`src/hdl/wdt_pkg.sv`:
```
/*
 * wdt_pkg: register map, field positions, reset values, feed keys and
 * the bus request carrier for the windowed watchdog.
 * assumes a single clock domain; the counting clock arrives as an enable.
 */
package wdt_pkg;

    localparam int ADDR_W     = 12;
    localparam int DATA_W     = 32;
    localparam int COUNT_W    = 24;
    localparam int WARN_W     = 10;
    localparam int PRESCALE_DIV = 4;

    // register offsets (byte addresses)
    localparam logic [ADDR_W-1:0] OFF_MODE     = 12'h000;
    localparam logic [ADDR_W-1:0] OFF_RELOAD   = 12'h004;
    localparam logic [ADDR_W-1:0] OFF_FEED     = 12'h008;
    localparam logic [ADDR_W-1:0] OFF_COUNT    = 12'h00c;
    localparam logic [ADDR_W-1:0] OFF_WARN     = 12'h014;
    localparam logic [ADDR_W-1:0] OFF_WINDOW   = 12'h018;

    // mode_control_status fields
    localparam int BIT_RUN_ENABLE  = 0;
    localparam int BIT_RESET_ON_TO = 1;
    localparam int BIT_TIMEOUT     = 2;
    localparam int BIT_WARNING     = 3;
    localparam int BIT_GUARD       = 4;

    // reset values and reload floor
    localparam logic [COUNT_W-1:0] RELOAD_RST = 24'h0000ff;
    localparam logic [COUNT_W-1:0] COUNT_RST  = 24'h0000ff;
    localparam logic [COUNT_W-1:0] RELOAD_MIN = 24'h0000ff;
    localparam logic [WARN_W-1:0]  WARN_RST   = 10'h000;
    localparam logic [COUNT_W-1:0] WINDOW_RST = 24'hffffff;

    // feed sequence keys
    localparam logic [7:0] FEED_KEY_FIRST  = 8'haa;
    localparam logic [7:0] FEED_KEY_SECOND = 8'h55;

    typedef struct packed {
        logic              psel;
        logic              penable;
        logic              pwrite;
        logic [ADDR_W-1:0] paddr;
        logic [DATA_W-1:0] pwdata;
    } apb_req_t;

endpackage

```
`src/hdl/feed_sequencer.sv`:
```
/*
 * feed_sequencer: tracks the two-byte feed pair and flags any watchdog
 * register access that breaks an open pair.
 * assumes acc is high for exactly one cycle per bus access.
 */
`timescale 1ns/1ps
module feed_sequencer
    import wdt_pkg::*;
(
    // clock and reset
    input  wire logic       mclk,
    input  wire logic       reset,
    input  wire logic       clear,
    // observed access
    input  wire logic       acc,
    input  wire logic       mapped,
    input  wire logic       feed_wr,
    input  wire logic [7:0] wbyte,
    // events
    output logic            feed_done,
    output logic            feed_err
);
    typedef enum logic [0:0] {FEED_IDLE, FEED_ARMED} feed_state_t;
    feed_state_t state_r;

    logic second_ok;

    assign second_ok = feed_wr && (wbyte == FEED_KEY_SECOND);
    assign feed_done = (state_r == FEED_ARMED) && acc && second_ok;
    assign feed_err  = (state_r == FEED_ARMED) && acc && mapped && !second_ok;

    always_ff @(posedge mclk) begin
        if (reset || clear) begin
            state_r <= FEED_IDLE;
        end else if (acc && mapped) begin
            unique case (state_r)
                FEED_IDLE:  state_r <= (feed_wr && wbyte == FEED_KEY_FIRST) ? FEED_ARMED : FEED_IDLE;
                FEED_ARMED: state_r <= FEED_IDLE;
            endcase
        end
    end
endmodule // feed_sequencer

```
`src/hdl/tick_divider.sv`:
```
/*
 * tick_divider: fixed prescaler turning counting-clock enables into
 * counter decrement pulses, one per PRESCALE_DIV enables.
 * assumes tick_en is a one-cycle pulse synchronous to mclk.
 */
`timescale 1ns/1ps
module tick_divider #(
    parameter int DIV = 4
) (
    // clock and reset
    input  wire logic mclk,
    input  wire logic reset,
    // control
    input  wire logic restart,
    input  wire logic run,
    input  wire logic tick_en,
    // output
    output logic      dec_en
);
    localparam int PHASE_W = $clog2(DIV);

    logic [PHASE_W-1:0] phase_r;

    assign dec_en = run && tick_en && (phase_r == PHASE_W'(DIV - 1));

    always_ff @(posedge mclk) begin
        if (reset || restart || !run) begin
            phase_r <= '0;
        end else if (tick_en) begin
            phase_r <= dec_en ? '0 : phase_r + 1'b1;
        end
    end
endmodule // tick_divider

```
`src/hdl/windowed_watchdog_timer.sv`:
```
/*
 * windowed_watchdog_timer: windowed watchdog with set-only mode bits,
 * feed pair, guarded reload, warning compare and window limit.
 * assumes an apb-style register port on mclk, zero wait states, and a
 * counting-clock enable pulse synchronous to mclk.
 */
`timescale 1ns/1ps
module windowed_watchdog_timer (
    // clock and reset
    input  wire logic                  mclk,
    input  wire logic                  reset,
    // register port
    input  wire wdt_pkg::apb_req_t     bus,
    output logic [wdt_pkg::DATA_W-1:0] prdata,
    output logic                       pready,
    output logic                       pslverr,
    // counting clock and power state
    input  wire logic                  count_tick,
    input  wire logic                  sleeping,
    // system outputs
    output logic                       chip_reset_req,
    output logic                       irq,
    output logic                       wake_req,
    output logic                       clk_src_lock
);
    import wdt_pkg::*;

    logic               run_pend_r;
    logic               rst_pend_r;
    logic               guard_pend_r;
    logic               run_en_r;
    logic               rst_en_r;
    logic               guard_r;
    logic               timeout_flag_r;
    logic               warn_flag_r;
    logic [COUNT_W-1:0] reload_r;
    logic [WARN_W-1:0]  warn_cmp_r;
    logic [COUNT_W-1:0] window_r;
    logic [COUNT_W-1:0] count_r;
    logic [COUNT_W-1:0] count_rb_r;
    logic               wd_reset_r;

    logic               setup;
    logic               acc;
    logic               wr;
    logic               mapped;
    logic               sel_mode;
    logic               sel_reload;
    logic               sel_feed;
    logic               sel_count;
    logic               sel_warn;
    logic               sel_window;
    logic               feed_done;
    logic               feed_err;
    logic               dec_en;
    logic               zero_hit;
    logic               warn_hit;
    logic               early_feed;
    logic               guard_wr;
    logic               reload_open;
    logic               tmo_evt;
    logic               tmo_reset;
    logic [COUNT_W-1:0] wdata_cnt;

    // bus decode
    assign setup      = bus.psel && !bus.penable;
    assign acc        = bus.psel && bus.penable;
    assign wr         = acc && bus.pwrite;
    assign sel_mode   = (bus.paddr == OFF_MODE);
    assign sel_reload = (bus.paddr == OFF_RELOAD);
    assign sel_feed   = (bus.paddr == OFF_FEED);
    assign sel_count  = (bus.paddr == OFF_COUNT);
    assign sel_warn   = (bus.paddr == OFF_WARN);
    assign sel_window = (bus.paddr == OFF_WINDOW);
    assign mapped     = sel_mode || sel_reload || sel_feed || sel_count || sel_warn || sel_window;
    assign pready     = 1'b1;
    assign pslverr    = acc && !mapped;
    assign wdata_cnt  = bus.pwdata[COUNT_W-1:0];

    feed_sequencer u_feed (
        .mclk      (mclk),
        .reset     (reset),
        .clear     (wd_reset_r),
        .acc       (acc),
        .mapped    (mapped),
        .feed_wr   (bus.pwrite && sel_feed),
        .wbyte     (bus.pwdata[7:0]),
        .feed_done (feed_done),
        .feed_err  (feed_err)
    );

    tick_divider #(
        .DIV (PRESCALE_DIV)
    ) u_div (
        .mclk    (mclk),
        .reset   (reset),
        .restart (feed_done || wd_reset_r),
        .run     (run_en_r),
        .tick_en (count_tick),
        .dec_en  (dec_en)
    );

    // events
    assign zero_hit    = run_en_r && dec_en && (count_r == '0);
    assign warn_hit    = run_en_r && dec_en && (count_r[COUNT_W-1:WARN_W] == '0)
                         && (count_r[WARN_W-1:0] == warn_cmp_r);
    assign early_feed  = run_en_r && rst_en_r && feed_done && (count_r > window_r);
    assign guard_wr    = wr && sel_reload && guard_r;
    assign reload_open = !guard_r || ((count_r < {14'h0000, warn_cmp_r}) && (count_r < window_r));
    assign tmo_evt     = zero_hit || early_feed || guard_wr || (run_en_r && feed_err);
    assign tmo_reset   = tmo_evt && run_en_r && rst_en_r;

    // set-only mode bits as written
    always_ff @(posedge mclk) begin
        if (reset || wd_reset_r) begin
            run_pend_r   <= 1'b0;
            rst_pend_r   <= 1'b0;
            guard_pend_r <= 1'b0;
        end else if (wr && sel_mode) begin
            run_pend_r   <= run_pend_r   || bus.pwdata[BIT_RUN_ENABLE];
            rst_pend_r   <= rst_pend_r   || bus.pwdata[BIT_RESET_ON_TO];
            guard_pend_r <= guard_pend_r || bus.pwdata[BIT_GUARD];
        end
    end

    // effective mode, taken over only by a completed feed
    always_ff @(posedge mclk) begin
        if (reset || wd_reset_r) begin
            run_en_r <= 1'b0;
            rst_en_r <= 1'b0;
            guard_r  <= 1'b0;
        end else if (feed_done) begin
            run_en_r <= run_pend_r;
            rst_en_r <= rst_pend_r;
            guard_r  <= guard_pend_r;
        end
    end

    assign clk_src_lock = run_pend_r || run_en_r;

    // timeout flag survives a watchdog reset; set beats clear
    always_ff @(posedge mclk) begin
        if (reset) begin
            timeout_flag_r <= 1'b0;
        end else if (tmo_evt) begin
            timeout_flag_r <= 1'b1;
        end else if (wr && sel_mode && !bus.pwdata[BIT_TIMEOUT]) begin
            timeout_flag_r <= 1'b0;
        end
    end

    // warning flag; set beats clear
    always_ff @(posedge mclk) begin
        if (reset || wd_reset_r) begin
            warn_flag_r <= 1'b0;
        end else if (warn_hit) begin
            warn_flag_r <= 1'b1;
        end else if (wr && sel_mode && bus.pwdata[BIT_WARNING]) begin
            warn_flag_r <= 1'b0;
        end
    end

    assign irq      = warn_flag_r && run_en_r;
    assign wake_req = irq && sleeping;

    // configuration registers
    always_ff @(posedge mclk) begin
        if (reset) begin
            reload_r <= RELOAD_RST;
        end else if (wr && sel_reload && reload_open) begin
            reload_r <= (wdata_cnt < RELOAD_MIN) ? RELOAD_MIN : wdata_cnt;
        end
    end

    always_ff @(posedge mclk) begin
        if (reset) begin
            warn_cmp_r <= WARN_RST;
            window_r   <= WINDOW_RST;
        end else if (wr && sel_warn) begin
            warn_cmp_r <= bus.pwdata[WARN_W-1:0];
        end else if (wr && sel_window) begin
            window_r   <= wdata_cnt;
        end
    end

    // counter
    always_ff @(posedge mclk) begin
        if (reset || wd_reset_r) begin
            count_r <= COUNT_RST;
        end else if (feed_done) begin
            count_r <= reload_r;
        end else if (run_en_r && dec_en) begin
            count_r <= (count_r == '0) ? reload_r : count_r - 1'b1;
        end
    end

    // readback snapshot, so a read never sees a half-updated count
    always_ff @(posedge mclk) begin
        if (reset) begin
            count_rb_r <= COUNT_RST;
        end else begin
            count_rb_r <= count_r;
        end
    end

    // watchdog reset pulse, one cycle after the event
    always_ff @(posedge mclk) begin
        if (reset) begin
            wd_reset_r <= 1'b0;
        end else begin
            wd_reset_r <= tmo_reset;
        end
    end

    assign chip_reset_req = wd_reset_r;

    // read data, captured in the setup phase
    always_ff @(posedge mclk) begin
        if (reset) begin
            prdata <= '0;
        end else if (setup) begin
            prdata <= '0;
            if (sel_mode) begin
                prdata[BIT_RUN_ENABLE]  <= run_en_r;
                prdata[BIT_RESET_ON_TO] <= rst_en_r;
                prdata[BIT_TIMEOUT]     <= timeout_flag_r;
                prdata[BIT_WARNING]     <= warn_flag_r;
                prdata[BIT_GUARD]       <= guard_r;
            end else if (sel_reload) begin
                prdata[COUNT_W-1:0] <= reload_r;
            end else if (sel_count) begin
                prdata[COUNT_W-1:0] <= count_rb_r;
            end else if (sel_warn) begin
                prdata[WARN_W-1:0] <= warn_cmp_r;
            end else if (sel_window) begin
                prdata[COUNT_W-1:0] <= window_r;
            end
        end
    end

    // assertion helper: counting ticks seen since the last decrement
    logic [2:0] tick_seen_r;

    always_ff @(posedge mclk) begin
        if (reset || wd_reset_r || feed_done || !run_en_r || dec_en) begin
            tick_seen_r <= 3'h0;
        end else if (count_tick) begin
            tick_seen_r <= tick_seen_r + 3'h1;
        end
    end
endmodule // windowed_watchdog_timer

```
`config.mk`:
```
export PLATFORM = sky130hd
export DESIGN_NAME = windowed_watchdog_timer
export DESIGN_NICKNAME = d
export VERILOG_FILES = /design/src/hdl/wdt_pkg.sv /design/src/hdl/feed_sequencer.sv /design/src/hdl/tick_divider.sv /design/src/hdl/windowed_watchdog_timer.sv
export SDC_FILE = /design/constraint.sdc
export NUM_CORES = 1
export LEC_CHECK = 0
export ABC_AREA = 1
export BUFFER_PORTS_ARGS = -buffer_cell sky130_fd_sc_hd__clkbuf_2
export CAP_MARGIN = 20
export CORE_MARGIN = 4
export CORE_UTILIZATION = 40
export CTS_BUF_LIST = sky130_fd_sc_hd__clkbuf_8
export DETAILED_ROUTE_END_ITERATION = 8
export PLACE_DENSITY = 0.58
export SKIP_CTS_REPAIR_TIMING = 1
export SYNTH_ARGS = -nofsm -noshare
export SYNTH_HDL_FRONTEND = slang
export SYNTH_SLANG_ARGS = --single-unit
export TNS_END_PERCENT = 100
```
`constraint.sdc`:
```
create_clock -name mclk -period 2 [get_ports mclk]
set_clock_uncertainty 0.2 [all_clocks]
set_input_delay 0.3 -clock mclk [delete_from_list [all_inputs] [get_ports mclk]]
set_output_delay 0.3 -clock mclk [all_outputs]
set_load 0.02 [all_outputs]
```
== After elaboration in Yosys (flattened, before gate mapping) ==
Index checks and enable logic that the tools add are counted.

* Muxes and demuxes: 18
* Magnitude comparators: 4
* Add/subtract/negate cells: 2
* Reductions and logical operators: 65
* Equal/unequal tests: 9
* Bitwise gates (word level): 2

{| class="wikitable"
|+ Operators by type and width
! kind !! number
|-
| 2-to-1 mux 24 bit || 7
|-
| logical AND 1 bit || 35
|-
| equality test 12 x 4 -> 1 bit, second input constant || 2
|-
| equality test 12 x 5 -> 1 bit, second input constant || 2
|-
| > comparator 24 bit || 1
|-
| logical NOT 24 bit || 1
|-
| < comparator 24 x 10 -> 1 bit || 1
|-
| < comparator 24 bit || 1
|-
| < comparator 24 x 8 -> 1 bit, second input constant || 1
|-
| subtractor 24 x 1 -> 24 bit, second input constant || 1
|-
| 2-to-1 mux 19 bit || 1
|-
| logical OR 1 bit || 17
|-
| logical NOT 14 bit || 1
|-
| 2-to-1 mux 14 bit || 1
|-
| equality test 12 x 3 -> 1 bit, second input constant || 1
|-
| logical NOT 12 bit || 1
|-
| equality test 10 bit || 1
|-
| 2-to-1 mux 10 bit || 1
|-
| equality test 8 x 7 -> 1 bit, second input constant || 1
|-
| equality test 8 bit, second input constant || 1
|-
| logical NOT 1 bit || 6
|-
| nonzero test 2 bit || 3
|-
| 2-to-1 mux 1 bit || 5
|-
| 2-to-1 mux 5 bit || 1
|-
| 6 further kinds || 7
|}

* Word-level logic and storage cells: 117
* Register bits after elaboration: 142

== Logic depth before layout (Yosys ltp) ==
* Word-level depth: 12
* Mapped depth: 18

== Cells and area by module ==
A second synthesis with hierarchy kept.

* Cells, all modules: 1114
* Area, all modules: 7658.6 um^2

{| class="wikitable"
|+ Modules (own cells, without submodules)
! module !! area each (um^2) !! cells an instance !! instances
|-
| windowed_watchdog_timer || 7404.6 || 1068 || 1
|-
| feed_sequencer || 148.9 || 31 || 1
|-
| tick_divider || 105.1 || 15 || 1
|}

== Least setup slack after synthesis ==
OpenSTA, ideal clock, no wires.

* Path type: reg2reg
* Start: register window_r[23]
* End: register reload_r[11]
* Data arrival time: 1.639 ns
* Library setup time: 0.115 ns
* Cell stages (with the launch flop): 15
* Slack: 0.046 ns
* Required time: 1.685 ns
* Period minus slack after synthesis: 1.954 ns
* Cells stage by stage: dfxtp_1 > inv_1 > ha_1 > nand2_1 > inv_1 > nand3_1 > nor2_1 > nand2_1 > a21oi_1 > nor2_1 > nand2_1 > nand2_2 > buf_2 > a21oi_1 > nor2_1

* Word-level cells in the longest chain between the ends: 4

{| class="wikitable"
|+ RTL lines
! element !! RTL line !! text
|-
| start, declared || windowed_watchdog_timer.sv:38 || <nowiki>logic [COUNT_W-1:0] window_r;</nowiki>
|-
| start signal, assigned || windowed_watchdog_timer.sv:182 || <nowiki>window_r <= wdata_cnt;</nowiki>
|-
| < comparator 24 bit || windowed_watchdog_timer.sv:109 || <nowiki>assign reload_open = !guard_r || ((count_r < {14'h0000, warn_cmp_r}) && (count_r < window_r));</nowiki>
|-
| logical AND 1 bit || windowed_watchdog_timer.sv:109 ||
|-
| logical OR 1 bit || windowed_watchdog_timer.sv:109 ||
|-
| logical AND 1 bit || windowed_watchdog_timer.sv:170 || <nowiki>end else if (wr && sel_reload && reload_open) begin</nowiki>
|-
| end signal, assigned || windowed_watchdog_timer.sv:171 || <nowiki>reload_r <= (wdata_cnt < RELOAD_MIN) ? RELOAD_MIN : wdata_cnt;</nowiki>
|-
| end, declared || windowed_watchdog_timer.sv:36 || <nowiki>logic [COUNT_W-1:0] reload_r;</nowiki>
|}

No other way between the ends.
A chain may end at the register's enable or synchronous reset.

== Worst setup path in the final report ==
* Start: register window_r[19]
* End: register reload_r[14]

Same word-level chain as after synthesis.

==> run metrics <==
post-synthesis sequential element count 142; number of pins exceeding their max-slew limit in the final report 0; ratio of cells with drive above 1 in the final layout just over 40%; nets 1494; CP Data Required Time 2.16 ns; total number of clock tree sinks approximately 140; worst reg-to-reg setup slack -0.26 ns; total iterations of the first detailed-routing run 5; die width ~150 um; number of antenna violations at the first check in global routing 0; Avg Inst Size Synth roughly 7 um2; number of H-tree branching levels 4; period utilisation layout 113%; crit path launch type flip-flop; Syn. warnings 0; origin of the worst min-delay path bus[21]; share of synthesized area occupied by flip-flops and latches 36.1%; clock period minus final worst setup slack 2.26 ns; IO buf count 71; worst vdd rail ir drop 0.393 mV; transition time of the tightest slew-check pin just under 0.7 ns; setup_tns -5.46 ns; total number of vias 8691; worst-path fanout max 5; height of the die 148 um; global route overflow 0; RSZ-0062 raised after global routing true; antenna violation net count after detailed routing 0; P_leak 5.61 nW; violation count after the first detailed-route iteration between 800 and 900; Top FF cell, synth dfxtp_1; largest net degree at the start of global routing 51; R2R depth 14; placed cell areas 9800 um2; CP Capture Point reload_r[14]; origin of the critical flop-to-flop path window_r[19]; CTS Buf Count 17; all-layer global routing usage around 25%; number of distinct standard cells referenced by the synthesized netlist 48; clk_lat worst skew 0.47 ns; num ports 89; type of the worst min-delay path in -> reg; Post-Synthesis Cell Area 7860 um2; slack of the critical path -0.257 ns; DR WL/cell between 15 and 20 um; kind of capture point of the worst setup path flip-flop; Worst EP arrival 2.42 ns; Worst Hold Slack -0.0257 ns; final weighted congestion of routability-driven global placement 0.956; overall routed net length 29300 um; first-pass GRT wire length roughly 42000 um; antenna diode count 0; violations in the final reports negative hold slack, negative setup slack; slew margin rel. 54.3%; post-synthesis async set-or-reset flop share 0%; kind of critical path reg -> reg; cell area after layout 11700 um2; clock transition at the register clock pins on the worst setup and hold paths after CTS 0.09 ns; post-detailed-route via-to-cell ratio 5.16; power per cell area ~470 nW/um2; final count of negative-setup-slack endpoints 37; critical path startpoint window_r[19]; area enclosed by the die boundary between 20000 and 25000 um2; vias in the first global route 7589; number of maximum-capacitance violations 0; Highest Clock Rate 443 MHz; final-report hold violation count 3; Starting Density 40.5%; post-detailed-route DRC marker count 0; clock tree from TritonCTS built; CTS root buf clkbuf_8; DPL Wire Length 20800 um; Synth-to-Final Area Change 49.4%; Syn Inst Count 1139; Final Core Density 60.6%; worst reg2reg endpoint reload_r[14]; Placement Rows 51; area of the core roughly 19000 um2; worst slack at placement -0.336 ns; number of buffers on the longest clock path 2; run status finished, violations left; Post-synth EDFFs 0
how the worst min path moves through the flow:
| stage | slack [ns] | depth (start not counted) | end |
|---|---|---|---|
| 3_5_place_dp | 0.25 | 2 | reload_r[6] |
| 6_report | -0.03 | 5 | reload_r[21] |
| 4_1_cts | -0.14 | 2 | u_div.phase_r[1] |
| 3_3_place_gp | 0.24 | 2 | window_r[8] |
| 5_1_grt | 0.02 | 5 | reload_r[19] |
| 2_1_floorplan | 0.20 | 1 | u_div.phase_r[1] |
flip-flops by register name, summed over array words and instances, names as in the netlist, 2 cells and up:
name / count
count_r: 24
count_rb_r: 24
prdata: 24
reload_r: 24
u_div.phase_r: 2
warn_cmp_r: 10
window_r: 24
per-stage QoR:
stage	total power [W]	cells
after CTS	0.00552	1650
final	0.00553	1684
after global routing	0.00567	1684
after global placement	0.00322	1618
after floorplan	0.00306	1146
after detailed placement	0.00322	1618
critical path, cell delays in order (launching register included):
cell	delay, ns
dfxtp_2	0.33
inv_1	0.07
ha_4	0.28
nand2_1	0.05
inv_1	0.07
nand3_1	0.12
nor2_4	0.14
nand2_2	0.09
a21oi_4	0.16
nor2_4	0.05
nand2_4	0.12
nand2_8	0.10
clkbuf_16	0.20
a21oi_2	0.12
nor2_1	0.04
cells in the final DEF, fill, tap and decap left out, types with 10 or more instances in the layout:
master | synthesis | routed
buf_6 | 8 | 12
nor2_1 | 100 | 71
inv_2 | 9 | 23
nand3_1 | 93 | 53
nand4_1 | 10 | 10
nand2_2 | 6 | 39
dfxtp_2 | 0 | 29
dlygate4sd3_1 | 0 | 15
a21oi_1 | 89 | 67
nand3_2 | 1 | 35
inv_1 | 140 | 124
dfxtp_1 | 142 | 107
clkbuf_2 | 1 | 70
nor2_4 | 3 | 22
o21ai_0 | 36 | 28
nor2_2 | 10 | 20
clkbuf_8 | 0 | 17
ha_1 | 37 | 13
o211ai_1 | 41 | 41
ha_4 | 0 | 23
nand2_1 | 293 | 252
buf_4 | 11 | 179
a21oi_2 | 5 | 23
cell type report:
type / instances / area, um2
inverters: 152 / 591
multi-input cells: 801 / 5250
flip-flops and latches: 142 / 2900
fillers: 1784 / 7650
clock buffers: 17 / 234
repair buffers: 290 / 2270
repair inverters: 2 / 20.0
well taps: 265 / 332
clock inverters: 15 / 150
per-layer routing:
layer	vias to the layer above	share of wire, %	track usage [%]
li1	4234	-	-
met1	4098	46	36.7
met2	322	44	35.8
met3	37	8.6	5.94
met4	0	1.5	6.56
met5	-	0	0
cells by family after synthesis:
kind of cell,share of synthesized area (%)
AO/OA/AOI/OAI,15.2
flip-flops,36.1
other,0.0955
adder cells (fa/ha/maj),5.89
XOR/XNOR,0.668
AND/OR/NAND/NOR,30.8
buffers and inverters,11.2
power breakdown:
| part | total, W | switching [W] | internal (W) | leakage, nW |
|---|---|---|---|---|
| clock | 0.00234 | 0.00124 | 0.00110 | 0.187 |
| sequential | 0.00282 | 0.00000287 | 0.00282 | 1.14 |
| combinational | 0.000364 | 0.000230 | 0.000135 | 4.28 |
| total | 0.00553 | 0.00148 | 0.00406 | 5.61 |
cell usage after synthesis (6+ instances only):
cell / count / area share (%)
o2111ai_1: 7 / 0.78
nand2_1: 293 / 14
o21ai_0: 36 / 2.3
ha_1: 37 / 5.9
buf_6: 8 / 1.1
clkbuf_1: 20 / 0.95
nor2_2: 10 / 0.80
inv_2: 9 / 0.43
buf_4: 11 / 1.1
nand4_1: 10 / 0.80
nor3_1: 9 / 0.57
nand3_1: 93 / 5.9
xor2_1: 6 / 0.67
inv_1: 140 / 6.7
buf_2: 10 / 0.64
o211ai_1: 41 / 3.9
nor2_1: 100 / 4.8
dfxtp_1: 142 / 36
nand2_2: 6 / 0.48
a21oi_1: 89 / 5.7
Note: power is estimated with default switching activity, not from simulation.
